--- config.mk ---
export PLATFORM = sky130hd
export DESIGN_NAME = nrc_host
export DESIGN_NICKNAME = d
export VERILOG_FILES = /design/src/nrc_pkg.sv /design/src/nrc_fifo.sv /design/src/nrc_host.sv
export SDC_FILE = /design/constraint.sdc
export NUM_CORES = 1
export LEC_CHECK = 0
export ABC_CLOCK_PERIOD_IN_PS = 20000
export BUFFER_PORTS_ARGS = -buffer_cell sky130_fd_sc_hd__buf_2
export CAP_MARGIN = 20
export CORE_ASPECT_RATIO = 0.8
export CORE_UTILIZATION = 38
export CTS_CLUSTER_SIZE = 24
export DETAILED_ROUTE_END_ITERATION = 12
export SKIP_LAST_GASP = 1
export SLEW_MARGIN = 20
export SYNTH_ARGS = -nofsm -noshare
export SYNTH_HDL_FRONTEND = slang
export SYNTH_SLANG_ARGS = --single-unit
--- constraint.sdc ---
create_clock -name CLK -period 20 [get_ports CLK]
set_clock_uncertainty 0.1 [all_clocks]
set_input_delay 5 -clock CLK [delete_from_list [all_inputs] [get_ports CLK]]
set_output_delay 5 -clock CLK [all_outputs]
set_load 0.02 [all_outputs]
--- src/nrc_pkg.sv ---
package nrc_pkg;

  // ----------------------------------------------------------------
  // Command codes
  // ----------------------------------------------------------------
  localparam logic [7:0] CMD_READ_SETUP = 8'h00;
  localparam logic [7:0] CMD_READ_CONFIRM = 8'h30;
  localparam logic [7:0] CMD_COL_OUT_SETUP = 8'h05;
  localparam logic [7:0] CMD_COL_OUT_CONFIRM = 8'he0;
  localparam logic [7:0] CMD_READ_IDENT = 8'h90;
  localparam logic [7:0] CMD_STATUS = 8'h70;
  localparam logic [7:0] CMD_RESET = 8'hff;
  localparam logic [7:0] CMD_PROGRAM = 8'h80;
  localparam logic [7:0] CMD_PROG_CONFIRM = 8'h10;
  localparam logic [7:0] CMD_COPY_PROGRAM = 8'h85;
  localparam logic [7:0] CMD_ERASE = 8'h60;
  localparam logic [7:0] CMD_ERASE_CONFIRM = 8'hd0;

  // ----------------------------------------------------------------
  // Identification addresses and lengths
  // ----------------------------------------------------------------
  localparam logic [7:0] IDENT_ADDR_DEVICE = 8'h00;
  localparam logic [7:0] IDENT_ADDR_STANDARD = 8'h20;
  localparam int IDENT_LEN_DEVICE = 5;
  localparam int IDENT_LEN_STANDARD = 4;

  // ----------------------------------------------------------------
  // Address layout
  // ----------------------------------------------------------------
  localparam int COL_LO_MSB = 7;
  localparam int COL_HI_LSB = 8;
  localparam int COL_MSB = 11;
  localparam int ROW_LO_LSB = 0;
  localparam int ROW_HI_LSB = 8;
  localparam int ROW_MSB = 15;
  localparam int ADDR_CYCLES_FULL = 4;
  localparam int ADDR_CYCLES_COL = 2;

  // ----------------------------------------------------------------
  // Timing
  // ----------------------------------------------------------------
  localparam int CLK_PERIOD_PS = 4000;
  localparam int STROBE_TIME_PS = 20000;
  localparam int STROBE_CYCLES = (STROBE_TIME_PS + CLK_PERIOD_PS - 1) / CLK_PERIOD_PS;
  localparam int READY_SETTLE_PS = 100000;
  localparam int READY_SETTLE_CYCLES = (READY_SETTLE_PS + CLK_PERIOD_PS - 1) / CLK_PERIOD_PS;
  localparam int ARRAY_LOAD_TIME_PS = 25000000;
  localparam int ARRAY_LOAD_CYCLES = ARRAY_LOAD_TIME_PS / CLK_PERIOD_PS;

  // ----------------------------------------------------------------
  // Host operations
  // ----------------------------------------------------------------
  typedef enum logic [2:0] {
    NRC_OP_PAGE_READ,
    NRC_OP_COL_READ,
    NRC_OP_IDENT,
    NRC_OP_STATUS,
    NRC_OP_RESET
  } nrc_op_t;

  typedef struct packed {
    nrc_op_t op;
    logic [COL_MSB:0] column;
    logic [ROW_MSB:0] row;
    logic [7:0] ident_addr;
    logic [12:0] count;
  } nrc_req_t;

  typedef struct packed {
    logic [7:0] data;
    logic last;
  } nrc_rdata_t;

endpackage : nrc_pkg

--- src/nrc_fifo.sv ---
`timescale 1ns/10ps
module nrc_fifo #(
  parameter int WIDTH = 9,
  parameter int DEPTH = 4
) (
  // Clock and reset.
  input wire logic clk,
  input wire logic rst,
  // Fill side.
  input wire logic in_valid,
  output logic in_ready,
  input wire logic [WIDTH-1:0] in_data,
  // Drain side.
  output logic out_valid,
  input wire logic out_ready,
  output logic [WIDTH-1:0] out_data
);

  localparam int AW = $clog2(DEPTH);

  logic [WIDTH-1:0] mem_ff [DEPTH];
  logic [WIDTH-1:0] nxt_mem [DEPTH];
  logic [AW-1:0] wr_ff, nxt_wr, rd_ff, nxt_rd;
  logic [AW:0] cnt_ff, nxt_cnt;
  logic push, pop;

  assign in_ready = (cnt_ff != AW'(0) + (AW+1)'(DEPTH)) ? 1'b1 : 1'b0;
  assign out_valid = (cnt_ff != '0);
  assign out_data = mem_ff[rd_ff];

  always_comb begin
    push = in_valid && in_ready;
    pop = out_valid && out_ready;
    nxt_mem = mem_ff;
    nxt_wr = wr_ff;
    nxt_rd = rd_ff;
    nxt_cnt = cnt_ff;
    if (push) begin
      nxt_mem[wr_ff] = in_data;
      nxt_wr = (wr_ff == AW'(DEPTH - 1)) ? '0 : wr_ff + 1'b1;
    end
    if (pop) begin
      nxt_rd = (rd_ff == AW'(DEPTH - 1)) ? '0 : rd_ff + 1'b1;
    end
    if (push && !pop) begin
      nxt_cnt = cnt_ff + 1'b1;
    end else if (pop && !push) begin
      nxt_cnt = cnt_ff - 1'b1;
    end
  end

  always_ff @(posedge clk or posedge rst) begin
    if (rst) begin
      for (int i = 0; i < DEPTH; i++) begin
        mem_ff[i] <= '0;
      end
      wr_ff <= '0;
      rd_ff <= '0;
      cnt_ff <= '0;
    end else begin
      mem_ff <= nxt_mem;
      wr_ff <= nxt_wr;
      rd_ff <= nxt_rd;
      cnt_ff <= nxt_cnt;
    end
  end

endmodule : nrc_fifo

--- src/nrc_host.sv ---
`timescale 1ns/10ps
module nrc_host
  import nrc_pkg::*;
#(
  parameter int ARRAY_LOAD_CYC = ARRAY_LOAD_CYCLES,
  parameter int FIFO_DEPTH = 4
) (
  // Clock and reset.
  input wire logic CLK,
  input wire logic RST,
  // Request port.
  input wire logic REQ_VALID,
  output logic REQ_READY,
  input wire nrc_pkg::nrc_req_t REQ,
  // Read data stream.
  output logic RD_VALID,
  input wire logic RD_READY,
  output nrc_pkg::nrc_rdata_t RD,
  output logic BUSY,
  output logic TIMEOUT,
  // Flash pins.
  output logic CLE,
  output logic ALE,
  output logic CHIP_SEL_N,
  output logic WRITE_STROBE_N,
  output logic READ_STROBE_N,
  output logic PROTECT_N,
  input wire logic READY_BUSY_N,
  input wire logic [7:0] IO_IN,
  output logic [7:0] IO_OUT,
  output logic IO_OE_N
);
  import nrc_pkg::*;
  // ----------------------------------------------------------------
  // Types and helpers
  // ----------------------------------------------------------------
  typedef enum logic [2:0] {
    ST_IDLE, ST_LOAD, ST_WE_LOW, ST_WE_HIGH, ST_WAIT_RB, ST_RE_LOW, ST_RE_HIGH, ST_PUSH
  } nrc_state_t;
  typedef struct packed {
    logic is_cmd;
    logic [7:0] val;
  } nrc_step_t;
  // Returns one bus cycle of the selected operation; an index past its end repeats the last cycle.
  function automatic nrc_step_t step_of(nrc_req_t r, logic [3:0] i);
    nrc_step_t s;
    logic [7:0] col_hi;
    s = '{is_cmd: 1'b1, val: CMD_RESET};
    col_hi = {4'h0, r.column[COL_MSB:COL_HI_LSB]};
    case (r.op)
      NRC_OP_PAGE_READ: begin
        case (i)
          4'h0: s = '{1'b1, CMD_READ_SETUP};
          4'h1: s = '{1'b0, r.column[COL_LO_MSB:0]};
          4'h2: s = '{1'b0, col_hi};
          4'h3: s = '{1'b0, r.row[ROW_HI_LSB-1:ROW_LO_LSB]};
          4'h4: s = '{1'b0, r.row[ROW_MSB:ROW_HI_LSB]};
          default: s = '{1'b1, CMD_READ_CONFIRM};
        endcase
      end
      NRC_OP_COL_READ: begin
        case (i)
          4'h0: s = '{1'b1, CMD_COL_OUT_SETUP};
          4'h1: s = '{1'b0, r.column[COL_LO_MSB:0]};
          4'h2: s = '{1'b0, col_hi};
          default: s = '{1'b1, CMD_COL_OUT_CONFIRM};
        endcase
      end
      NRC_OP_IDENT: begin
        s = (i == 4'h0) ? nrc_step_t'{1'b1, CMD_READ_IDENT} : nrc_step_t'{1'b0, r.ident_addr};
      end
      NRC_OP_STATUS: s = '{1'b1, CMD_STATUS};
      default: s = '{1'b1, CMD_RESET};
    endcase
    return s;
  endfunction : step_of
  function automatic logic [3:0] steps_of(nrc_op_t op);
    case (op)
      NRC_OP_PAGE_READ: return 4'(2 + ADDR_CYCLES_FULL);
      NRC_OP_COL_READ: return 4'(2 + ADDR_CYCLES_COL);
      NRC_OP_IDENT: return 4'h2;
      default: return 4'h1;
    endcase
  endfunction : steps_of
  // ----------------------------------------------------------------
  // Pin input synchroniser
  // ----------------------------------------------------------------
  logic [2:0] rb_sync_ff;
  logic rb_ff, nxt_rb;
  logic [7:0] io_s1_ff, io_s2_ff;
  always_comb begin
    nxt_rb = (rb_sync_ff[1] == rb_sync_ff[2]) ? rb_sync_ff[2] : rb_ff;
  end
  always_ff @(posedge CLK or posedge RST) begin
    if (RST) begin
      rb_sync_ff <= '0;
      rb_ff <= 1'b0;
      io_s1_ff <= '0;
      io_s2_ff <= '0;
    end else begin
      rb_sync_ff <= {rb_sync_ff[1:0], READY_BUSY_N};
      rb_ff <= nxt_rb;
      io_s1_ff <= IO_IN;
      io_s2_ff <= io_s1_ff;
    end
  end
  // ----------------------------------------------------------------
  // Sequencer
  // ----------------------------------------------------------------
  nrc_state_t st_ff, nxt_st;
  nrc_req_t req_ff, nxt_req;
  logic [3:0] idx_ff, nxt_idx;
  logic [31:0] tmr_ff, nxt_tmr;
  logic [12:0] left_ff, nxt_left;
  logic cle_ff, nxt_cle, ale_ff, nxt_ale, we_n_ff, nxt_we_n, re_n_ff, nxt_re_n;
  logic oe_n_ff, nxt_oe_n, cs_n_ff, nxt_cs_n, tout_ff, nxt_tout;
  logic [7:0] io_ff, nxt_io, cap_ff, nxt_cap;
  logic f_in_ready;
  nrc_step_t cur;
  always_comb begin
    nxt_st = st_ff;
    nxt_req = req_ff;
    nxt_idx = idx_ff;
    nxt_tmr = (tmr_ff != '0) ? tmr_ff - 1'b1 : tmr_ff;
    nxt_left = left_ff;
    nxt_cle = cle_ff;
    nxt_ale = ale_ff;
    nxt_we_n = we_n_ff;
    nxt_re_n = re_n_ff;
    nxt_oe_n = oe_n_ff;
    nxt_cs_n = cs_n_ff;
    nxt_io = io_ff;
    nxt_cap = cap_ff;
    nxt_tout = tout_ff;
    cur = step_of(req_ff, idx_ff);
    case (st_ff)
      ST_IDLE: begin
        nxt_cs_n = 1'b1;
        nxt_oe_n = 1'b1;
        if (REQ_VALID) begin
          nxt_req = REQ;
          nxt_idx = '0;
          nxt_left = REQ.count;
          nxt_tout = 1'b0;
          nxt_cs_n = 1'b0;
          nxt_st = ST_LOAD;
        end
      end
      ST_LOAD: begin
        // Only status or reset go out while the device reports busy.
        if (rb_ff || req_ff.op == NRC_OP_STATUS || req_ff.op == NRC_OP_RESET) begin
          nxt_cle = cur.is_cmd;
          nxt_ale = !cur.is_cmd;
          nxt_io = cur.val;
          nxt_oe_n = 1'b0;
          nxt_we_n = 1'b0;
          nxt_tmr = 32'(STROBE_CYCLES);
          nxt_st = ST_WE_LOW;
        end
      end
      ST_WE_LOW: begin
        if (tmr_ff == '0) begin
          nxt_we_n = 1'b1;
          nxt_tmr = 32'(STROBE_CYCLES);
          nxt_st = ST_WE_HIGH;
        end
      end
      ST_WE_HIGH: begin
        if (tmr_ff == '0) begin
          nxt_cle = 1'b0;
          nxt_ale = 1'b0;
          nxt_oe_n = 1'b1;
          nxt_idx = idx_ff + 1'b1;
          if (idx_ff + 1'b1 != steps_of(req_ff.op)) begin
            nxt_st = ST_LOAD;
          end else if (req_ff.op == NRC_OP_PAGE_READ) begin
            // Busy is given time to fall before it is watched.
            nxt_tmr = 32'(READY_SETTLE_CYCLES + ARRAY_LOAD_CYC);
            nxt_st = ST_WAIT_RB;
          end else if (req_ff.op == NRC_OP_RESET || left_ff == '0) begin
            nxt_st = ST_IDLE;
          end else begin
            nxt_st = ST_RE_LOW;
          end
        end
      end
      ST_WAIT_RB: begin
        if (tmr_ff <= 32'(ARRAY_LOAD_CYC) && rb_ff) begin
          nxt_st = (left_ff == '0) ? ST_IDLE : ST_RE_LOW;
        end else if (tmr_ff == '0) begin
          nxt_tout = 1'b1;
          nxt_st = ST_IDLE;
        end
      end
      ST_RE_LOW: begin
        if (f_in_ready) begin
          nxt_re_n = 1'b0;
          nxt_tmr = 32'(STROBE_CYCLES);
          nxt_st = ST_RE_HIGH;
        end
      end
      ST_RE_HIGH: begin
        if (tmr_ff == '0 && !re_n_ff) begin
          nxt_cap = io_s2_ff;
          nxt_re_n = 1'b1;
          nxt_tmr = 32'(STROBE_CYCLES);
        end else if (tmr_ff == '0) begin
          nxt_left = left_ff - 1'b1;
          nxt_st = ST_PUSH;
        end
      end
      ST_PUSH: begin
        // One strobe per byte; the device advances its column itself.
        nxt_st = (left_ff == '0) ? ST_IDLE : ST_RE_LOW;
      end
      default: nxt_st = ST_IDLE;
    endcase
  end
  always_ff @(posedge CLK or posedge RST) begin
    if (RST) begin
      st_ff <= ST_IDLE;
      req_ff <= '0;
      idx_ff <= '0;
      tmr_ff <= '0;
      left_ff <= '0;
      cle_ff <= 1'b0;
      ale_ff <= 1'b0;
      we_n_ff <= 1'b1;
      re_n_ff <= 1'b1;
      oe_n_ff <= 1'b1;
      cs_n_ff <= 1'b1;
      io_ff <= '0;
      cap_ff <= '0;
      tout_ff <= 1'b0;
    end else begin
      st_ff <= nxt_st;
      req_ff <= nxt_req;
      idx_ff <= nxt_idx;
      tmr_ff <= nxt_tmr;
      left_ff <= nxt_left;
      cle_ff <= nxt_cle;
      ale_ff <= nxt_ale;
      we_n_ff <= nxt_we_n;
      re_n_ff <= nxt_re_n;
      oe_n_ff <= nxt_oe_n;
      cs_n_ff <= nxt_cs_n;
      io_ff <= nxt_io;
      cap_ff <= nxt_cap;
      tout_ff <= nxt_tout;
    end
  end
  // ----------------------------------------------------------------
  // Read data buffer
  // ----------------------------------------------------------------
  nrc_fifo #(.WIDTH($bits(nrc_rdata_t)), .DEPTH(FIFO_DEPTH)) u_fifo (
    .clk(CLK),
    .rst(RST),
    .in_valid(st_ff == ST_PUSH),
    .in_ready(f_in_ready),
    .in_data({cap_ff, left_ff == '0}),
    .out_valid(RD_VALID),
    .out_ready(RD_READY),
    .out_data(RD)
  );
  assign REQ_READY = (st_ff == ST_IDLE);
  assign BUSY = !rb_ff;
  assign TIMEOUT = tout_ff;
  assign CLE = cle_ff;
  assign ALE = ale_ff;
  assign CHIP_SEL_N = cs_n_ff;
  assign WRITE_STROBE_N = we_n_ff;
  assign READ_STROBE_N = re_n_ff;
  // Program and erase are never issued by this controller, so protect stays asserted.
  assign PROTECT_N = 1'b0;
  assign IO_OUT = io_ff;
  assign IO_OE_N = oe_n_ff;

endmodule : nrc_host

==> results of run 1 <==
-- sequential cells by signal, summed over array words and instances (netlist names), 4 cells and up --
name           count
idx_ff             4
tmr_ff            32
io_s1_ff           8
IO_OUT             8
cap_ff             8
u_fifo.mem_ff     36
left_ff           13
io_s2_ff           8
req_ff            39
-- logic make-up after synthesis --
group,count (synthesis)
other,1
buffers and inverters,70
AND/OR/NAND/NOR,368
AO/OA/AOI/OAI,154
XOR/XNOR,32
multiplexers,54
flip-flops,177
adder cells (fa/ha/maj),17
-- cell usage after synthesis (3+ instances only) --
cell                        number  area share [%]
sky130_fd_sc_hd__nor4_1         11            0.79
sky130_fd_sc_hd__or2_2           4            0.29
sky130_fd_sc_hd__or3_1          10            0.72
sky130_fd_sc_hd__o22ai_1         5            0.36
sky130_fd_sc_hd__o31ai_1         3            0.26
sky130_fd_sc_hd__a22o_1          4            0.40
sky130_fd_sc_hd__and2_1          4            0.29
sky130_fd_sc_hd__o21ai_1         3            0.17
sky130_fd_sc_hd__or4_1          10            0.86
sky130_fd_sc_hd__a31oi_1         8            0.57
sky130_fd_sc_hd__or4_4           4            0.52
sky130_fd_sc_hd__a32oi_1         3            0.30
sky130_fd_sc_hd__xor2_1         15             1.5
sky130_fd_sc_hd__nand3_1        19             1.1
sky130_fd_sc_hd__clkbuf_1       33             1.4
sky130_fd_sc_hd__o21ai_0        45             2.6
sky130_fd_sc_hd__nor3_1         25             1.4
sky130_fd_sc_hd__dfrtp_1       173              50
sky130_fd_sc_hd__inv_1          22            0.95
sky130_fd_sc_hd__a22oi_1         8            0.69
sky130_fd_sc_hd__dfstp_2         4             1.2
sky130_fd_sc_hd__nand2b_1        6            0.43
sky130_fd_sc_hd__a21oi_1        34             2.0
sky130_fd_sc_hd__ha_1           15             2.2
sky130_fd_sc_hd__mux2_2         44             5.7
sky130_fd_sc_hd__buf_4           6            0.52
sky130_fd_sc_hd__a2111oi_0       6            0.60
sky130_fd_sc_hd__buf_6           4            0.52
sky130_fd_sc_hd__nor2b_1         3            0.22
sky130_fd_sc_hd__o211ai_1        3            0.26
sky130_fd_sc_hd__nand2_1       180             7.8
sky130_fd_sc_hd__buf_2           3            0.17
sky130_fd_sc_hd__mux4_2          9             2.3
sky130_fd_sc_hd__a211oi_1        7            0.60
sky130_fd_sc_hd__nor4_2          3            0.43
sky130_fd_sc_hd__nor2_1         69             3.0
sky130_fd_sc_hd__xnor2_1        17             1.7
-- power by group --
| part | internal (mW) | switching [mW] | leakage, nW |
|---|---|---|---|
| logic | 0.292 | 0.425 | 2.07 |
| registers | 0.491 | 0.132 | 2.27 |
| clock network | 0.179 | 0.144 | 0.275 |
-- metal layers --
| layer | up-vias | track usage (%) |
|---|---|---|
| met4 | 0 | 4.66 |
| met5 | - | 0 |
| met1 | 3098 | 26.7 |
| met3 | 13 | 3.82 |
| li1 | 3182 | - |
| met2 | 149 | 25.3 |
-- cell type report --
cell class                      instances  share of cell area [%]
Sequential cell                       177                    44.7
Multi-Input combinational cell        626                    39.9
Timing Repair Buffer                   96                    4.97
Clock buffer                           21                    4.64
Tap cell                              306                    3.86
Clock inverter                         11                    1.05
Inverter                               23                   0.920
-- critical path, delay by kind of cell (launching register included) --
kind / cells / cell delay [ns]
buffers and inverters: 1 / 0.18
flip-flops: 1 / 0.78
multiplexers: 1 / 0.60
-- final timing paths --
kind                            startpoint          end  slack [ns]  cells past startpoint
setup / recovery           u_fifo.rd_ff[0]        RD[7]       12.91                      2
hold / removal                 io_s1_ff[4]  io_s2_ff[4]        0.25                      0
setup reg to reg                tmr_ff[28]    cap_ff[2]       16.13                      7
hold reg to reg                io_s1_ff[4]  io_s2_ff[4]        0.25                      0
max in group asynchronous              RST   left_ff[3]       13.63                      3
min in group asynchronous              RST   req_ff[22]        4.66                      2
==> out/summary.md, run 1 <==
Power
- **Design Power** 1.66 mW
- **static power due to leakage** 4.62 nW
- **pwr/cell area** 168 nW/um^2
- **worst vdd ir** 0.0855 mV

Worst hold path
- **class of the tightest hold or removal check** reg2reg

Cells and area
- **final cell area excluding filler cells** 9930 sq um
- **number of fill cells in the layout** 2231
- **proportion of layout cells with a drive suffix above 1** 21.9%
- **Antenna Cells** 0
- **net total in the final layout** 1022
- **utilization after layout** 44.1%
- **most used cells in the layout excluding fill and tap cells** sky130_fd_sc_hd__nand2_1 (180), sky130_fd_sc_hd__dfrtp_1 (173), sky130_fd_sc_hd__buf_2 (91)
- **Area growth, synth to finish** 14.0%
- **Final Non-Filler Cells** 1260
- **most common library cell in the layout ignoring fill and taps** sky130_fd_sc_hd__nand2_1
- **area of the multi-input gates** 3960 sq um
- **FF/Latch Area** 4430 sq um

Yosys
- **Synth Area in Adders** 2.50%
- **Syn Std Cell Area** 8710 sq um
- **Synth Instances** 873
- **mean post-synth cell area** 9.98 sq um
- **xor and xnor area share after synthesis** 3.22%
- **Async S/R FF share, synth** 100%
- **YS warnings** 0
- **fraction of the mapped netlist area in compound gates** 11.5%
- **post-synthesis sequential element count** 177
- **Syn Nets** 954
- **dominant combinational cell family by area after synthesis** simple AND/OR/NAND/NOR gates
- **basic-gate share of the synthesized area counting and, or, nand and nor cells** 20.1%
- **unique cell type count in the Yosys netlist** 77
- **share of synthesized area spent on multiplexers** 8.15%
- **commonest register cell after synthesis** sky130_fd_sc_hd__dfrtp_1
- **sequential cell area fraction in the yosys report** 50.9%
- **Post-synth EDFFs** 0

Drt
- **Routed wire per std cell** 15.6 um
- **number of search-and-repair iterations in the first detailed-routing pass** 5
- **post-DR vias/cell** 5.11
- **number of DRC markers after the initial detailed-route iteration** 469
- **overall via count from detail_route** 6442
- **routed length on met2** 8.18 mm
- **highest signal layer in the routed design** met4
- **WL final** 19.7 mm
- **wire length on met3** 797 um
- **remaining number of nets flagged by the antenna check after routing** 0
- **count of unresolved DRC violations after routing** 0
- **met1 routed wirelength after detailed routing** 10.5 mm

Critical path
- **maximum fanout along the worst path** 12
- **maximum single-stage delay on the critical path** 0.78 ns
- **master of the slowest instance on the critical path** sky130_fd_sc_hd__dfrtp_1
- **arrival time at the worst endpoint** 1.99 ns
- **kind of critical path** reg2out
- **Crit. End Element** output port
- **worst path cell trace** mux4_2 > buf_2
- **critical path data required time** 14.90 ns
- **kind of launch point of the worst setup path** flip-flop

STA
- **fmax** 141 MHz
- **Period Utilization, post-route** 35.4%
- **final-report max-slew violation count** 0
- **final-report hold violation count** 0
- **Max-slew headroom** 27.1%
- **Tmin final** 7.09 ns
- **Worst Tran Pin Value** 1.09 ns
- **Worst Slack Setup Final** 12.91 ns
- **# setup viols final** 0
- **Post-Route Setup TNS** 0 ns
- **setup repair after global routing missed its margin** false
- **Final Hold Slack** 0.248 ns

CTS
- **H-tree depth** 4
- **cts bufs inserted** 17
- **CTS tree** yes
- **clk_lat worst skew** 0.43 ns
- **post-CTS resize count** 0
- **CTS Hold Bufs** 0
- **setup repair bufs after CTS** 0
- **clock sink count** 177
- **clock root buffer** sky130_fd_sc_hd__clkbuf_16
- **post-CTS clock slew at the launch and capture registers of the worst setup and hold paths** 0.07 ns
- **deepest clock path buffer count** 2

Global route
- **number of antenna violations at the first check in global routing** 0
- **total routing usage reported by global routing** 17.7%
- **largest net degree at the start of global routing** 103
- **wire length of the first global-routing pass** 32.0 mm
- **vias in the first global route** 6062
- **global-route congestion overflow total** 0

Job
- **count of max-cap constraint violations** 0

Floorplanning
- **full die area** 23500 sq um
- **total number of placement rows** 49
- **core box area** 22500 sq um
- **io pins** 93
- **Die Y-Extent** 137 um
- **Horiz. Die Dim** 171 um
- **Initial Util** 38.7%

Placement
- **Placed Area** 9360 sq um
- **total instance count after detailed placement** 1228
- **dpl hpwl** 13.4 mm
- **dpl ws** 13.06 ns
- **routability cong.** 0.827
- **number of buffers inserted by port buffering** 91

Run status
- **outcome** completed

No activity file was read; power rests on OpenSTA's default activity.
==> run 2, diff against run 1 <==
--- a/config.mk
+++ b/config.mk
@@ -5,7 +5,8 @@
 export SDC_FILE = /design/constraint.sdc
 export NUM_CORES = 1
 export LEC_CHECK = 0
-export ABC_CLOCK_PERIOD_IN_PS = 20000
+export ABC_AREA = 1
+export ABC_CLOCK_PERIOD_IN_PS = 5950
 export BUFFER_PORTS_ARGS = -buffer_cell sky130_fd_sc_hd__buf_2
 export CAP_MARGIN = 20
 export CORE_ASPECT_RATIO = 0.8
==> constraint.sdc (replaced) <==
create_clock -name CLK -period 5.95 [get_ports CLK]
set_clock_uncertainty 0.1 [all_clocks]
set_input_delay 1.4875 -clock CLK [delete_from_list [all_inputs] [get_ports CLK]]
set_output_delay 1.4875 -clock CLK [all_outputs]
set_load 0.02 [all_outputs]
==> run 2 against run 1 <==
Effect of this change:
- worst setup slack got worse by 10 ns
- total power grew to 3.4 times the previous value
- non-clock buffer count fell by 2
- global-route usage is 1.1 points higher
- synthesized cell count increased by 32%
- synthesized area up 3.7%
- final area increased by 4.3%
- count of clock-buffer cells in the layout is 4 lower
- register-to-register slack lost 13 ns
- sequential share of layout area decreased by 1.8 points
- die area rose by 3.7%
==> out/summary.md, run 2 <==
Critical path
- **critical register-to-register path endpoint** tmr_ff[30], was cap_ff[2]
- **worst path cell trace** inv_2 > o21ai_0 > o22ai_1 > buf_2, was mux4_2 > buf_2
- **launch point of the worst path** u_fifo.rd_ff[0], unchanged
- **Crit. End Element** output port, unchanged
- **r2r startpoint** tmr_ff[0], was tmr_ff[28]
- **kind of launch point of the worst setup path** flip-flop, unchanged
- **kind of critical path** reg2out, unchanged
- **Register-to-Register Setup Slack** 3.33 ns, was 16.13 ns
- **arrival time at the worst endpoint** 1.93 ns, was 1.99 ns
- **kind of cell adding the most delay to the critical path** flip-flops, unchanged
- **maximum fanout along the worst path** 21, was 12
- **number of cells on the critical path** 4, was 2
- **maximum single-stage delay on the critical path** 0.71 ns, was 0.78 ns
- **master of the slowest instance on the critical path** sky130_fd_sc_hd__dfrtp_1, unchanged
- **capturing element of the worst setup path** RD[0], was RD[7]
- **R2R cell count** 13, was 7
- **sum of buffers and inverters on the critical path** 2, was 1
- **critical path data required time** 4.36 ns, was 14.90 ns

Global route
- **largest net degree at the start of global routing** 178, was 103
- **vias in the first global route** 7245, was 6062
- **number of antenna violations at the first check in global routing** 0, unchanged
- **global-route congestion overflow total** 0, unchanged
- **wire length of the first global-routing pass** 36.9 mm, was 32.0 mm
- **total routing usage reported by global routing** 18.8%, was 17.7%

Drt
- **overall via count from detail_route** 7635, was 6442
- **count of unresolved DRC violations after routing** 0, unchanged
- **post-DR vias/cell** 4.89, was 5.11
- **Routed wire per std cell** 14.0 um, was 15.6 um
- **number of DRC markers after the initial detailed-route iteration** 483, was 469
- **number of search-and-repair iterations in the first detailed-routing pass** 5, unchanged
- **remaining number of nets flagged by the antenna check after routing** 0, unchanged
- **WL final** 21.9 mm, was 19.7 mm

Power
- **Design Power** 5.61 mW, was 1.66 mW
- **pwr/cell area** 542 nW/um^2, was 168 nW/um^2
- **static power due to leakage** 5.09 nW, was 4.62 nW
- **worst vdd ir** 0.294 mV, was 0.0855 mV

Yosys
- **share of the synthesized area in the top cell type** 47.9%, was 49.7%
- **Syn Nets** 1233, was 954
- **mean post-synth cell area** 7.84 sq um, was 9.98 sq um
- **largest cells by area after synthesis** sky130_fd_sc_hd__dfrtp_1 (48%), sky130_fd_sc_hd__nand2_1 (13%), sky130_fd_sc_hd__nor2_1 (6.5%), was sky130_fd_sc_hd__dfrtp_1 (50%), sky130_fd_sc_hd__nand2_1 (7.8%), sky130_fd_sc_hd__mux2_2 (5.7%)
- **most numerous cell in the Yosys netlist** sky130_fd_sc_hd__nand2_1, unchanged
- **top cells by instance count after synthesis** sky130_fd_sc_hd__nand2_1 (303), sky130_fd_sc_hd__dfrtp_1 (173), sky130_fd_sc_hd__nor2_1 (157), sky130_fd_sc_hd__inv_1 (118), sky130_fd_sc_hd__o21ai_0 (113), was sky130_fd_sc_hd__nand2_1 (180), sky130_fd_sc_hd__dfrtp_1 (173), sky130_fd_sc_hd__nor2_1 (69), sky130_fd_sc_hd__o21ai_0 (45), sky130_fd_sc_hd__mux2_2 (44)
- **sequential cell area fraction in the yosys report** 49.1%, was 50.9%
- **unique cell type count in the Yosys netlist** 50, was 77
- **post-synthesis sequential element count** 177, unchanged
- **commonest register cell after synthesis** sky130_fd_sc_hd__dfrtp_1, unchanged
- **leading area contributor after synthesis** sky130_fd_sc_hd__dfrtp_1, unchanged
- **Post-synth EDFFs** 0, unchanged
- **Synth Instances** 1152, was 873
- **Async S/R FF share, synth** 100%, unchanged
- **Syn Std Cell Area** 9030 sq um, was 8710 sq um
- **YS warnings** 0, unchanged

STA
- **Final Hold Slack** 0.249 ns, was 0.248 ns
- **final-report max-slew violation count** 0, unchanged
- **fmax** 284 MHz
- **Worst Tran Pin Value** 0.961 ns, was 1.09 ns
- **# setup viols final** 0, unchanged
- **Period Utilization, post-route** 59.2%
- **Tmin final** 3.52 ns
- **Worst Slack Setup Final** 2.43 ns, was 12.91 ns
- **Post-Route Setup TNS** 0 ns, unchanged
- **final-report hold violation count** 0, unchanged
- **Max-slew headroom** 35.9%, was 27.1%
- **setup repair after global routing missed its margin** false, unchanged

CTS
- **clock sink count** 177, unchanged
- **post-CTS clock slew at the launch and capture registers of the worst setup and hold paths** 0.07 ns, about the same
- **clock root buffer** sky130_fd_sc_hd__clkbuf_16, unchanged
- **post-CTS resize count** 0, unchanged
- **clk_lat worst skew** 0.44 ns, was 0.43 ns
- **deepest clock path buffer count** 2, unchanged
- **CTS tree** yes, unchanged
- **CTS Hold Bufs** 0, unchanged
- **H-tree depth** 4, unchanged
- **setup repair bufs after CTS** 0, unchanged
- **cts bufs inserted** 17, unchanged

Cells and area
- **utilization after layout** 44.4%, was 44.1%
- **most common library cell in the layout ignoring fill and taps** sky130_fd_sc_hd__nand2_1, unchanged
- **Antenna Cells** 0, unchanged
- **number of fill cells in the layout** 2362, was 2231
- **net total in the final layout** 1317, was 1022
- **number of flip-flops under the largest register name** 39, unchanged
- **Area growth, synth to finish** 14.7%, was 14.0%
- **area of the multi-input gates** 3950 sq um, was 3960 sq um
- **most used cells in the layout excluding fill and tap cells** sky130_fd_sc_hd__nand2_1 (303), sky130_fd_sc_hd__dfrtp_1 (173), sky130_fd_sc_hd__nor2_1 (157), was sky130_fd_sc_hd__nand2_1 (180), sky130_fd_sc_hd__dfrtp_1 (173), sky130_fd_sc_hd__buf_2 (91)
- **Most flops, register** req_ff, unchanged
- **proportion of layout cells with a drive suffix above 1** 14.5%, was 21.9%
- **biggest regs** req_ff x39, u_fifo.mem_ff x36, tmr_ff x32, unchanged
- **FF/Latch Area** 4430 sq um, unchanged

Floorplanning
- **io pins** 93, unchanged
- **full die area** 24400 sq um, was 23500 sq um
- **Die Y-Extent** 140 um, was 137 um
- **total number of placement rows** 50, was 49
- **core box area** 23300 sq um, was 22500 sq um
- **Initial Util** 38.7%, about the same
- **Horiz. Die Dim** 174 um, was 171 um

Run status
- **outcome** completed, unchanged

Worst hold path
- **class of the tightest hold or removal check** reg2reg, unchanged

Placement
- **number of buffers inserted by port buffering** 91, unchanged
- **dpl ws** 2.88 ns, was 13.06 ns
- **dpl hpwl** 15.4 mm, was 13.4 mm
- **routability cong.** 0.870, was 0.827

Job
- **count of max-cap constraint violations** 0, unchanged

## run 2: changes by cell type after synthesis, sizes merged, moves of 20 or more
cell    before  now
nand3       19   50
mux2        45    0
nand2      180  315
inv         23  126
o21ai       48  123
clkbuf      33   13
nor2        69  179
## run 2: worst min path at each step
stage | endpoint | cells after the start | start
floorplan | io_s2_ff[0] | 0 | io_s1_ff[0]
global placement | io_s2_ff[7] | 0 | io_s1_ff[7]
detailed placement | io_s2_ff[2] | 0 | io_s1_ff[2]
CTS | io_s2_ff[2] | 0 | io_s1_ff[2]
global route | io_s2_ff[7] | 0 | io_s1_ff[7]
finish | io_s2_ff[2] | 0 | io_s1_ff[2]
## run 2: stage by stage
stage,area (sq um),cells
6_report,10400,1561
5_1_grt,10400,1561
4_1_cts,10400,1561
3_5_place_dp,9750,1529
3_3_place_gp,9750,1529
2_1_floorplan,9030,1152
## run 2: per-layer routing
metal | part of all wire [%] | up-vias | GRT usage (%)
met4 | 0.75 | 0 | 4.57
met3 | 4.5 | 10 | 3.42
li1 | - | 3892 | -
met1 | 53 | 3562 | 29.1
met2 | 42 | 171 | 26.7
met5 | 0 | - | 0
## run 2: logic make-up (layout without fill, tap and decap cells)
| logic type | after synthesis | count (layout) | synth area share [%] |
|---|---|---|---|
| fa+ha+maj | 17 | 17 | 2.41 |
| buf+inv | 155 | 252 | 7.12 |
| xor+xnor | 18 | 18 | 1.75 |
| flops | 177 | 177 | 49.1 |
| simple gates | 583 | 583 | 27.3 |
| other cells | 1 | 1 | 0.0415 |
| compound gates | 201 | 201 | 12.2 |
## run 2: report_power, final
group,internal [mW],switching (mW)
Sequential,1.59,0.294
Clock,0.608,0.558
Combinational,0.808,1.76
Total,3.00,2.61
## run 2: cell type report
| cell class | count | share of cell area (%) |
|---|---|---|
| Sequential cell | 177 | 42.8 |
| Multi-Input combinational cell | 820 | 38.2 |
| Timing Repair Buffer | 94 | 4.74 |
| Inverter | 126 | 4.63 |
| Clock buffer | 17 | 4.11 |
| Tap cell | 312 | 3.77 |
| Clock inverter | 15 | 1.76 |
